**src/dfp_bus_map.vh**
```
// Purpose: Shared constants of the DDR flash bus port and its FIFO.
// Assumes: Included by bare name from every design file of the port.
// Notes:   Word addresses count 16-bit words; latencies are in bus clocks.
`ifndef DFP_BUS_MAP_VH
`define DFP_BUS_MAP_VH

// ----------------------------------------------------------------
// Command/address word layout
// ----------------------------------------------------------------
`define DFP_CA_BYTES        3'h6
`define DFP_CA_RW_BIT       47
`define DFP_CA_SPACE_BIT    46
`define DFP_CA_BURST_BIT    45
`define DFP_CA_UPPER_MSB    44
`define DFP_CA_UPPER_LSB    16
`define DFP_CA_LOWER_MSB    2

// ----------------------------------------------------------------
// Page geometry and latency coding
// ----------------------------------------------------------------
`define DFP_PAGE_WORDS      5'h10
`define DFP_PAGE_LAST       4'hf
`define DFP_SUBPAGE_MASK    3'h7
`define DFP_LAT_BASE        5'h05
`define DFP_LAT_CODE_MAX    4'hb
`define DFP_LAT_MAX         5'h10

// ----------------------------------------------------------------
// Write FIFO shape: space bit, 32-bit address, 16-bit word
// ----------------------------------------------------------------
`define DFP_FIFO_WIDTH      49
`define DFP_FIFO_DEPTH      32
`define DFP_FIFO_AW         5

`endif

```
**src/dfp_fifo.v**
```verilog
// Purpose: Flip-flop FIFO with valid/ready on both sides.
// Assumes: Single clock, synchronous active-low reset.
// Notes:   Full and empty are exact; a push and a pop may share a cycle.
`include "dfp_bus_map.vh"

module dfp_fifo #(
   parameter WIDTH = `DFP_FIFO_WIDTH,
   parameter DEPTH = `DFP_FIFO_DEPTH,
   parameter AW = `DFP_FIFO_AW
) (
   input wire i_clk_sys,
   input wire i_reset_n,
   input wire i_in_valid,
   output wire o_in_ready,
   input wire [WIDTH-1:0] i_in_data,
   output wire o_out_valid,
   input wire i_out_ready,
   output wire [WIDTH-1:0] o_out_data
);

   reg [WIDTH-1:0] mem_ff [0:DEPTH-1];
   reg [AW-1:0] wr_ptr_ff;
   reg [AW-1:0] rd_ptr_ff;
   reg [AW:0] count_ff;
   wire push;
   wire pop;

   // ----------------------------------------------------------------
   // Flags and handshakes
   // ----------------------------------------------------------------
   assign o_in_ready = (count_ff != DEPTH[AW:0]);
   assign o_out_valid = (count_ff != {(AW+1){1'b0}});
   assign push = i_in_valid & o_in_ready;
   assign pop = o_out_valid & i_out_ready;
   assign o_out_data = mem_ff[rd_ptr_ff];

   // Storage has no reset; only the pointers and the count carry control state
   always @(posedge i_clk_sys) begin
      if (push) begin
         mem_ff[wr_ptr_ff] <= i_in_data;
      end
   end

   // Pointers wrap naturally since depth is a power of two
   always @(posedge i_clk_sys) begin
      if (!i_reset_n) begin
         wr_ptr_ff <= {AW{1'b0}};
         rd_ptr_ff <= {AW{1'b0}};
         count_ff <= {(AW+1){1'b0}};
      end else begin
         if (push) begin
            wr_ptr_ff <= wr_ptr_ff + 1'b1;
         end
         if (pop) begin
            rd_ptr_ff <= rd_ptr_ff + 1'b1;
         end
         case ({push, pop})
            2'b10: count_ff <= count_ff + 1'b1;
            2'b01: count_ff <= count_ff - 1'b1;
            default: count_ff <= count_ff;
         endcase
      end
   end

endmodule

```
**src/dfp_flash_port.v**
```verilog
// Purpose: Device-side transaction engine of a DDR 8-bit flash bus port.
// Assumes: Bus clock far slower than i_clk_sys; edges found by sampling.
// Notes:   Reads fetch words from the user array; writes go to a FIFO.
`include "dfp_bus_map.vh"

module dfp_flash_port (
   input wire i_clk_sys,
   input wire i_reset_n,
   input wire i_bus_clock,
   input wire i_cs_n,
   input wire [7:0] i_dq,
   output reg [7:0] o_dq,
   output reg o_dq_oe,
   output reg o_read_write_strobe,
   output reg o_read_write_strobe_oe,
   input wire [3:0] i_latency_count,
   output reg [31:0] o_rd_addr,
   input wire [15:0] i_rd_data,
   output wire o_wr_valid,
   input wire i_wr_ready,
   output wire o_wr_space,
   output wire [31:0] o_wr_addr,
   output wire [15:0] o_wr_data,
   output reg o_wr_overrun
);

   // ----------------------------------------------------------------
   // States
   // ----------------------------------------------------------------
   localparam ST_IDLE = 3'h0;
   localparam ST_CA = 3'h1;
   localparam ST_LAT = 3'h2;
   localparam ST_RD = 3'h3;
   localparam ST_WR = 3'h4;

   // ----------------------------------------------------------------
   // Helpers
   // ----------------------------------------------------------------
   // Latency clocks from code; reserved codes fall back to the maximum
   function [4:0] lat_clocks;
      input [3:0] code;
      begin
         if (code > `DFP_LAT_CODE_MAX) begin
            lat_clocks = `DFP_LAT_MAX;
         end else begin
            lat_clocks = `DFP_LAT_BASE + {1'b0, code};
         end
      end
   endfunction

   // Extra clocks at the first page crossing of a linear read
   function [4:0] gap_calc;
      input [2:0] off;
      input [4:0] lat;
      reg [4:0] sum;
      begin
         sum = {2'b00, off} + lat;
         if (sum > `DFP_PAGE_WORDS) begin
            gap_calc = sum - `DFP_PAGE_WORDS;
         end else begin
            gap_calc = 5'h00;
         end
      end
   endfunction

   // ----------------------------------------------------------------
   // Declarations
   // ----------------------------------------------------------------
   reg ck_m_ff;
   reg ck_s_ff;
   reg ck_d_ff;
   reg cs_m_ff;
   reg cs_s_ff;
   reg [7:0] dq_m_ff;
   reg [7:0] dq_s_ff;
   reg [2:0] state_ff;
   reg [2:0] ca_cnt_ff;
   reg [47:0] ca_ff;
   reg [4:0] lat_cnt_ff;
   reg [4:0] gap_ff;
   reg page_end_ff;
   reg [3:0] cross_at_ff;
   reg [7:0] byte_b_ff;
   reg word_ok_ff;
   reg [7:0] wr_hi_ff;
   reg [15:0] push_word_ff;
   reg [31:0] push_addr_ff;
   reg push_space_ff;
   reg push_ff;
   wire rise;
   wire fall;
   wire selected;
   wire [47:0] ca_full;
   wire [4:0] lat_now;
   wire emit_gap;
   wire fifo_in_ready;

   // ----------------------------------------------------------------
   // Synchronisers for all pins
   // ----------------------------------------------------------------
   // Two flops each, a third on the clock; no first flop feeds logic
   always @(posedge i_clk_sys) begin
      if (!i_reset_n) begin
         ck_m_ff <= 1'b0;
         ck_s_ff <= 1'b0;
         ck_d_ff <= 1'b0;
         cs_m_ff <= 1'b1;
         cs_s_ff <= 1'b1;
         dq_m_ff <= 8'h00;
         dq_s_ff <= 8'h00;
      end else begin
         ck_m_ff <= i_bus_clock;
         ck_s_ff <= ck_m_ff;
         ck_d_ff <= ck_s_ff;
         cs_m_ff <= i_cs_n;
         cs_s_ff <= cs_m_ff;
         dq_m_ff <= i_dq;
         dq_s_ff <= dq_m_ff;
      end
   end

   // Only the true clock is sampled; the complement is never needed
   assign rise = ck_s_ff & ~ck_d_ff;
   assign fall = ~ck_s_ff & ck_d_ff;
   assign selected = ~cs_s_ff;
   assign ca_full = {ca_ff[39:0], dq_s_ff};
   assign lat_now = lat_clocks(i_latency_count);
   assign emit_gap = page_end_ff & (gap_ff != 5'h00);

   // ----------------------------------------------------------------
   // Transaction engine
   // ----------------------------------------------------------------
   // Deselect wins over every edge, so a transfer ends mid-word
   always @(posedge i_clk_sys) begin
      if (!i_reset_n) begin
         state_ff <= ST_IDLE;
         ca_cnt_ff <= 3'h0;
         ca_ff <= 48'h0;
         lat_cnt_ff <= 5'h00;
         gap_ff <= 5'h00;
         page_end_ff <= 1'b0;
         cross_at_ff <= 4'h0;
         byte_b_ff <= 8'h00;
         word_ok_ff <= 1'b0;
         wr_hi_ff <= 8'h00;
         o_rd_addr <= 32'h0;
         o_dq <= 8'h00;
         o_dq_oe <= 1'b0;
         o_read_write_strobe <= 1'b0;
         o_read_write_strobe_oe <= 1'b0;
      end else if (!selected) begin
         state_ff <= ST_IDLE;
         ca_cnt_ff <= 3'h0;
         o_dq_oe <= 1'b0;
         o_read_write_strobe <= 1'b0;
         o_read_write_strobe_oe <= 1'b0;
      end else begin
         // Strobe low and driven from selection onward
         o_read_write_strobe_oe <= 1'b1;
         case (state_ff)
            // First edge after select is expected rising from low
            ST_IDLE: begin
               state_ff <= ST_CA;
               o_read_write_strobe <= 1'b0;
            end
            // Six bytes over three clocks, both edges
            ST_CA: begin
               if (rise | fall) begin
                  ca_ff <= ca_full;
                  ca_cnt_ff <= ca_cnt_ff + 3'h1;
                  if (ca_cnt_ff == `DFP_CA_BYTES - 3'h1) begin
                     o_rd_addr <= {ca_full[`DFP_CA_UPPER_MSB:
                                           `DFP_CA_UPPER_LSB],
                                   ca_full[`DFP_CA_LOWER_MSB:0]};
                     page_end_ff <= 1'b0;
                     // First crossing ends 16 words past the sub-page start
                     cross_at_ff <= {~ca_full[`DFP_CA_UPPER_LSB],
                                     `DFP_SUBPAGE_MASK};
                     lat_cnt_ff <= lat_now - 5'h01;
                     if (ca_full[`DFP_CA_RW_BIT]) begin
                        state_ff <= ST_LAT;
                        // Only linear reads pay at the crossing
                        if (ca_full[`DFP_CA_BURST_BIT]) begin
                           gap_ff <= gap_calc(
                              ca_full[`DFP_CA_LOWER_MSB:0], lat_now);
                        end else begin
                           gap_ff <= 5'h00;
                        end
                     end else begin
                        // Write framing ignores the burst-type bit
                        state_ff <= ST_WR;
                     end
                  end
               end
            end
            // Turnaround: device takes the data lines
            ST_LAT: begin
               o_dq_oe <= 1'b1;
               if (rise) begin
                  if (lat_cnt_ff == 5'h00) begin
                     state_ff <= ST_RD;
                     o_dq <= i_rd_data[15:8];
                     byte_b_ff <= i_rd_data[7:0];
                     word_ok_ff <= 1'b1;
                     o_read_write_strobe <= 1'b1;
                     o_rd_addr <= o_rd_addr + 32'h1;
                     if (o_rd_addr[3:0] == cross_at_ff) begin
                        page_end_ff <= 1'b1;
                     end
                  end else begin
                     lat_cnt_ff <= lat_cnt_ff - 5'h01;
                  end
               end
            end
            // One word per bus clock; invalid clocks hold strobe low
            ST_RD: begin
               if (rise) begin
                  if (emit_gap) begin
                     gap_ff <= gap_ff - 5'h01;
                     word_ok_ff <= 1'b0;
                     o_dq <= 8'h00;
                     o_read_write_strobe <= 1'b0;
                  end else begin
                     // Gap counter stays at zero afterwards
                     o_dq <= i_rd_data[15:8];
                     byte_b_ff <= i_rd_data[7:0];
                     word_ok_ff <= 1'b1;
                     o_read_write_strobe <= 1'b1;
                     o_rd_addr <= o_rd_addr + 32'h1;
                     if (o_rd_addr[3:0] == cross_at_ff) begin
                        page_end_ff <= 1'b1;
                     end
                  end
               end else if (fall) begin
                  o_dq <= word_ok_ff ? byte_b_ff : 8'h00;
                  o_read_write_strobe <= 1'b0;
               end
            end
            // Write data starts on the very next rising edge
            ST_WR: begin
               o_read_write_strobe <= 1'b0;
               if (rise) begin
                  wr_hi_ff <= dq_s_ff;
               end
            end
            default: begin
               state_ff <= ST_IDLE;
            end
         endcase
      end
   end

   // ----------------------------------------------------------------
   // Write word assembly
   // ----------------------------------------------------------------
   // Bursts are accepted; the programming context is the host's duty
   always @(posedge i_clk_sys) begin
      if (!i_reset_n) begin
         push_ff <= 1'b0;
         push_word_ff <= 16'h0000;
         push_addr_ff <= 32'h0;
         push_space_ff <= 1'b0;
      end else begin
         push_ff <= 1'b0;
         if (selected && state_ff == ST_CA && (rise | fall) &&
             ca_cnt_ff == `DFP_CA_BYTES - 3'h1) begin
            push_addr_ff <= {ca_full[`DFP_CA_UPPER_MSB:
                                     `DFP_CA_UPPER_LSB],
                             ca_full[`DFP_CA_LOWER_MSB:0]};
            push_space_ff <= ca_full[`DFP_CA_SPACE_BIT];
         end else if (selected && state_ff == ST_WR && fall) begin
            push_ff <= 1'b1;
            push_word_ff <= {wr_hi_ff, dq_s_ff};
         end
         if (push_ff) begin
            push_addr_ff <= push_addr_ff + 32'h1;
         end
      end
   end

   // Bus cannot be stalled; a word refused by a full FIFO is flagged
   always @(posedge i_clk_sys) begin
      if (!i_reset_n) begin
         o_wr_overrun <= 1'b0;
      end else if (push_ff && !fifo_in_ready) begin
         o_wr_overrun <= 1'b1;
      end
   end

   // ----------------------------------------------------------------
   // Write FIFO toward the user side
   // ----------------------------------------------------------------
   dfp_fifo #(
      .WIDTH(`DFP_FIFO_WIDTH),
      .DEPTH(`DFP_FIFO_DEPTH),
      .AW(`DFP_FIFO_AW)
   ) u_wr_fifo (
      .i_clk_sys(i_clk_sys),
      .i_reset_n(i_reset_n),
      .i_in_valid(push_ff),
      .o_in_ready(fifo_in_ready),
      .i_in_data({push_space_ff, push_addr_ff, push_word_ff}),
      .o_out_valid(o_wr_valid),
      .i_out_ready(i_wr_ready),
      .o_out_data({o_wr_space, o_wr_addr, o_wr_data})
   );

endmodule

```
**config.mk**
```make
export PLATFORM = sky130hd
export DESIGN_NAME = dfp_flash_port
export DESIGN_NICKNAME = d
export VERILOG_FILES = /design/src/dfp_fifo.v /design/src/dfp_flash_port.v
export VERILOG_INCLUDE_DIRS = /design/src
export SDC_FILE = /design/constraint.sdc
export NUM_CORES = 2
export LEC_CHECK = 0
export ABC_AREA = 1
export CORE_MARGIN = 3
export CORE_UTILIZATION = 45
export DETAILED_ROUTE_END_ITERATION = 10
export DONT_BUFFER_PORTS = 1
export PLACE_DENSITY = 0.61
export SYNTH_ARGS = -nofsm -noshare
export SYNTH_HDL_FRONTEND = slang
export SYNTH_SLANG_ARGS = --single-unit
```
**constraint.sdc**
```tcl
create_clock -name i_clk_sys -period 4.5 [get_ports i_clk_sys]
set_input_delay 0.45 -clock i_clk_sys [delete_from_list [all_inputs] [get_ports i_clk_sys]]
set_output_delay 0.45 -clock i_clk_sys [all_outputs]
set_load 0.02 [all_outputs]
```
-- After elaboration in Yosys (flattened, before gate mapping)
Memory sizes are Yosys's and may differ from the RTL's. A register that Yosys moved wholly into a read port is not among the register bits.
Cells that the tools add are included.
- bits in registers: 209
- memory bits (writable): 1568
- input port bits: 33
- output and inout bits: 94
- logic and storage cells: 177
- memories kept: 1
- $add $sub $neg: 13
- magnitude comparators: 2
- equality and inequality tests: 19
- multiplexer cells: 64
- bitwise logic cells: 13
- reduce and logical (&&, ||, !) cells: 35
- memories (name ; depth ; bits a word ; read ports ; clocked after Yosys merged registers in ; write ports ; RTL line ; text):
    u_wr_fifo.mem_ff ; 32 ; 49 ; 1 ; 1 ; 1 ; dfp_fifo.v:21 ; reg [WIDTH-1:0] mem_ff [0:DEPTH-1];
- operators by type and width (kind ; count):
    $mux W32 ; 8
    $pmux W32 S3 ; 1
    $mux W8 ; 10
    $mux W5 ; 14
    $add A32 B1 Y32 const B ; 2
    $pmux W8 S2 ; 2
    $pmux W5 S2 ; 2
    $mux W1 ; 17
    $mux W3 ; 5
    $reduce_and A5 Y1 ; 3
    $sub A5 B1 Y5 const B ; 3
    $ne A2 B2 Y1 const B ; 7
    $pmux W3 S4 ; 1
    $pmux W6 S2 ; 1
    $reduce_and A6 Y1 ; 2
    $add A5 B1 Y5 const B ; 2
    $reduce_bool A2 Y1 ; 5
    $reduce_and A4 Y1 ; 2
    $reduce_and A8 Y1 ; 1
    $reduce_or A2 Y1 ; 4
    $not A1 Y1 ; 7
    $reduce_and A7 Y1 ; 1
    $add A6 B1 Y6 const B ; 1
    $eq A3 B2 Y1 const B ; 2
    28 further kinds ; 43

-- Logic depth before layout (Yosys ltp)
- depth in word-level cells: 10
- gate-level depth with buffers: 15

-- By module
Synthesis repeated with hierarchy kept, for this count alone.
- cells, all modules: 6862
- area total of the unflattened synthesis: 73927.2 µm²
- modules (own cells, without submodules) (module ; instances ; cells each ; area an instance (µm²)):
    dfp_fifo ; 1 ; 5301 ; 64017.6
    dfp_flash_port ; 1 ; 1561 ; 9909.5

-- Worst setup path after synthesis
OpenSTA, ideal clock, no wires.
- kind: register -> register
- start point: register push_ff
- end point: register u_wr_fifo.wr_ptr_ff[4]
- arrival time: 4639 ps
- required time: 4383 ps
- slack: -256 ps
- cell stages (with the launch flop): 6
- period minus slack after synthesis: 4756 ps
- cell sequence: dfxtp_1 > clkbuf_1 > nand2_1 > nor3_1 > or2_2 > nor2_1
- longest elaborated chain between the ends: 1
- RTL lines (element ; RTL line ; text):
    start: declaration ; dfp_flash_port.v:89 ; reg push_ff;
    start signal: assignment ; dfp_flash_port.v:259 ; push_ff <= 1'b0;
    start signal: assignment ; dfp_flash_port.v:264 ; push_ff <= 1'b0;
    start signal: assignment ; dfp_flash_port.v:272 ; push_ff <= 1'b1;
    $and A1 B1 Y1 ; dfp_fifo.v:33 ; assign push = i_in_valid & o_in_ready;
    end signal: assignment ; dfp_fifo.v:47 ; wr_ptr_ff <= {AW{1'b0}};
    end signal: assignment ; dfp_fifo.v:52 ; wr_ptr_ff <= wr_ptr_ff + 1'b1;
    end: declaration ; dfp_fifo.v:22 ; reg [AW-1:0] wr_ptr_ff;
Every way passes these cells.
A chain may end at the register's enable or synchronous reset.

==> out/metrics.cfg <==
[run_status]
status=completed

[timing]
rsz0062_at_grt=false
fin_crit_ns=4.07
slew_viol_final=0
holdWs_ns=0.0696
slew-limit-headroom_pct=13.4
report.final.hold_viol_count=0
finalClockSkew_ns=0.0359
final-setup-viol-count=0
fmax_mhz=246
period_share_pct=90.5
tightest_slew_ns=1.30
fin_tns_setup_ns=0

[final_layout]
regArea_sq_um=51300
nets=6884
fill_cells=14300
drive_above_1_share_pct=6.77
multi_input_area_sq_um=20100
utilization_pct=51.3
antenna_cells=0
area_growth_pct=12.6

[floorplanning]
die_h_um=410
coreArea_sq_um=161000
row_count=147
die_area_sq_um=168000
io_pins=127
die_w_um=410
initial_core_util_pct=45.6

[detailed_routing]
drtPass1Iterations=6
finalWirelength_mm=211
wire_per_inst_um=23.1
antenna_left=0
vias_per_cell=5.60
dr.first_iter.drc_count=5833
route.detailed.drc=0
vias=51200

[cts]
cts_tree=yes
clk_pin_slew_ns=0.06
clockBufferDepth=3
clock_latency_ns=0.82
clock-root-buffer=clkbuf_16
postCtsSetupBuffers=0
cts.sinks=1780
htree_levels=4
cts_buffers=182

[worst_setup_path]
cp.required_ns=4.05
startpoint_type=flip-flop
critical_path.max_fanout=104
critPathCaptureType=primary output
arrival_ns=3.62
rr_worst_depth=8
critical_path_class=flip-flop to primary output

[synth]
synth_commonest_cells=nand2_1, edfxtp_1, nor2_1
syn_nets=6913
ys_warn_count=0
synth_seq_cells=1780
synth.most_common_cell=nand2_1
syn_avg_cell_area_sq_um=10.7
synth_top_area_share_pct=64.0
yosysUniqueCellTypes=41
synth-main-ff-cell=edfxtp_1
synth_edf_count=1568
synth_area_sq_um=73600
syn-instance-count=6855
synth_top_area_cell=edfxtp_1
synthArstFlopShare_pct=0
synth.yosys.seq_area_share_pct=69.8
ys_top_cells_by_area=edfxtp_1, nand2_1, dfxtp_1

[grt]
grt_pass1_vias=48900
grt_usage_pct=24.8
overflow=0
grt_max_degree=196
antenna_found_initial=3
grt_pass1_wl_mm=315

[power]
power_frac_seq_pct=43.4
p_sw_w=0.0123
power.density_nw_per_um2=498
intPower_w=0.0289
switching_share_pct=29.9
power.leakage_nw=29.6
clkPwrFrac_pct=37.1
ir_worst_vdd_v=0.000370
p_comb_share_pct=19.5

[placed_design]
place_congestion=0.843
numPortBuffers=0
dpl.hpwl_mm=109

[hold_path]
worstHoldPathCells=2
min_path_type=input pin to flip-flop

[run]
cap_violations=0

-- what timing repair did --
item / in CTS / in global routing
hold endpoints to repair: 128 / 0
hold buffers: 37 / 0
gates resized for setup: 0 / 0
-- final timing paths --
kind / startpoint / to / slack, ns
worst max-delay path: flip-flop / o_wr_addr[18] / 0.43
worst min-delay path: i_reset_n / o_wr_overrun$_SDFFE_PN0P_ / 0.07
worst max register to register: u_wr_fifo.count_ff[1]$_SDFFE_PN0P_ / u_wr_fifo.mem_ff[20][8]$_DFFE_PP_ / 1.51
worst min register to register: dq_m_ff[0]$_SDFF_PN0_ / dq_s_ff[0]$_SDFF_PN0_ / 0.39
-- routing by layer --
layer / wire length [um] / share of wire, % / global-route usage, %
met5: 0 / 0 / 0
met3: 17000 / 8.1 / 4.07
met1: 89000 / 42 / 34.0
met2: 101000 / 48 / 41.3
met4: 4680 / 2.2 / 6.37
-- state kept, by name (all words and copies together), names as in the netlist, 16 cells and up, named ones only --
signal            cells
push_addr_ff         32
u_wr_fifo.mem_ff   1568
o_rd_addr            32
ca_ff                40
push_word_ff         16
-- cells by family (layout without fill, tap and decap cells) --
logic type | count (synthesis) | in the layout | synth area share, %
and+or+nand+nor | 3335 | 3335 | 18.2
buffers and inverters | 610 | 731 | 3.32
DFF | 1780 | 1780 | 69.8
xor gates and xnor gates | 18 | 18 | 0.214
AOI/OAI and AO/OA | 1087 | 1087 | 8.11
adders and majority gates | 25 | 25 | 0.446
-- worst max-delay path, cell delays in order (launching register included) --
cell and delay [ns]:
dfxtp_4 0.65, buf_4 0.92, nand2_1 0.13, nand3_1 0.13
nand2_1 0.07, a21oi_1 0.14, o31ai_1 0.09, nand2_1 0.10
nand2_1 0.06, nand2_1 0.43
-- stage by stage --
stage / total power [W] / instances / setup slack, ns / cell area, sq um
floorplan: 0.0241 / 6855 / 0.904 / 73600
global placement: 0.0262 / 8765 / 1.33 / 76400
detailed placement: 0.0262 / 8765 / 1.33 / 76400
CTS: 0.0415 / 9136 / 0.435 / 82900
global route: 0.0432 / 9136 / 0.201 / 82900
finish: 0.0412 / 9136 / 0.430 / 82900
-- final cells by class --
class	instances	share of cell area (%)
Clock buffer	232	5.84
Clock inverter	102	1.46
Inverter	216	1.01
Multi-Input combinational cell	4465	24.2
Sequential cell	1780	62.0
Tap cell	2160	3.26
Timing Repair Buffer	181	2.27
-- cell usage in the layout (no fill, tap or decap), drive strengths merged --
master	n
dfxtp	212
xnor2	4
and2	1
fa	2
nand4	13
o211ai	5
o21a	1
nand3	525
clkbuf	232
nor3	18
a211oi	2
edfxtp	1568
ha	23
bufinv	22
dlygate4sd3	36
clkinv	69
clkinvlp	7
or2	4
inv	220
buf	145
nor4	1
a31oi	3
nor2	669
nand3b	4
o31ai	197
o21bai	3
o21ai	328
nor3b	1
nand2	2099
xor2	14
o22ai	1
a21oi	547
-- power by group through the flow --
stage,clock network [W],registers [W],logic [W]
final,0.0153,0.0179,0.00805
after global placement,0,0.0182,0.00794
after detailed placement,0,0.0182,0.00800
after floorplan,0,0.0181,0.00602
after global routing,0.0162,0.0179,0.00905
after CTS,0.0155,0.0179,0.00808
(Power assumes the default switching activity.)
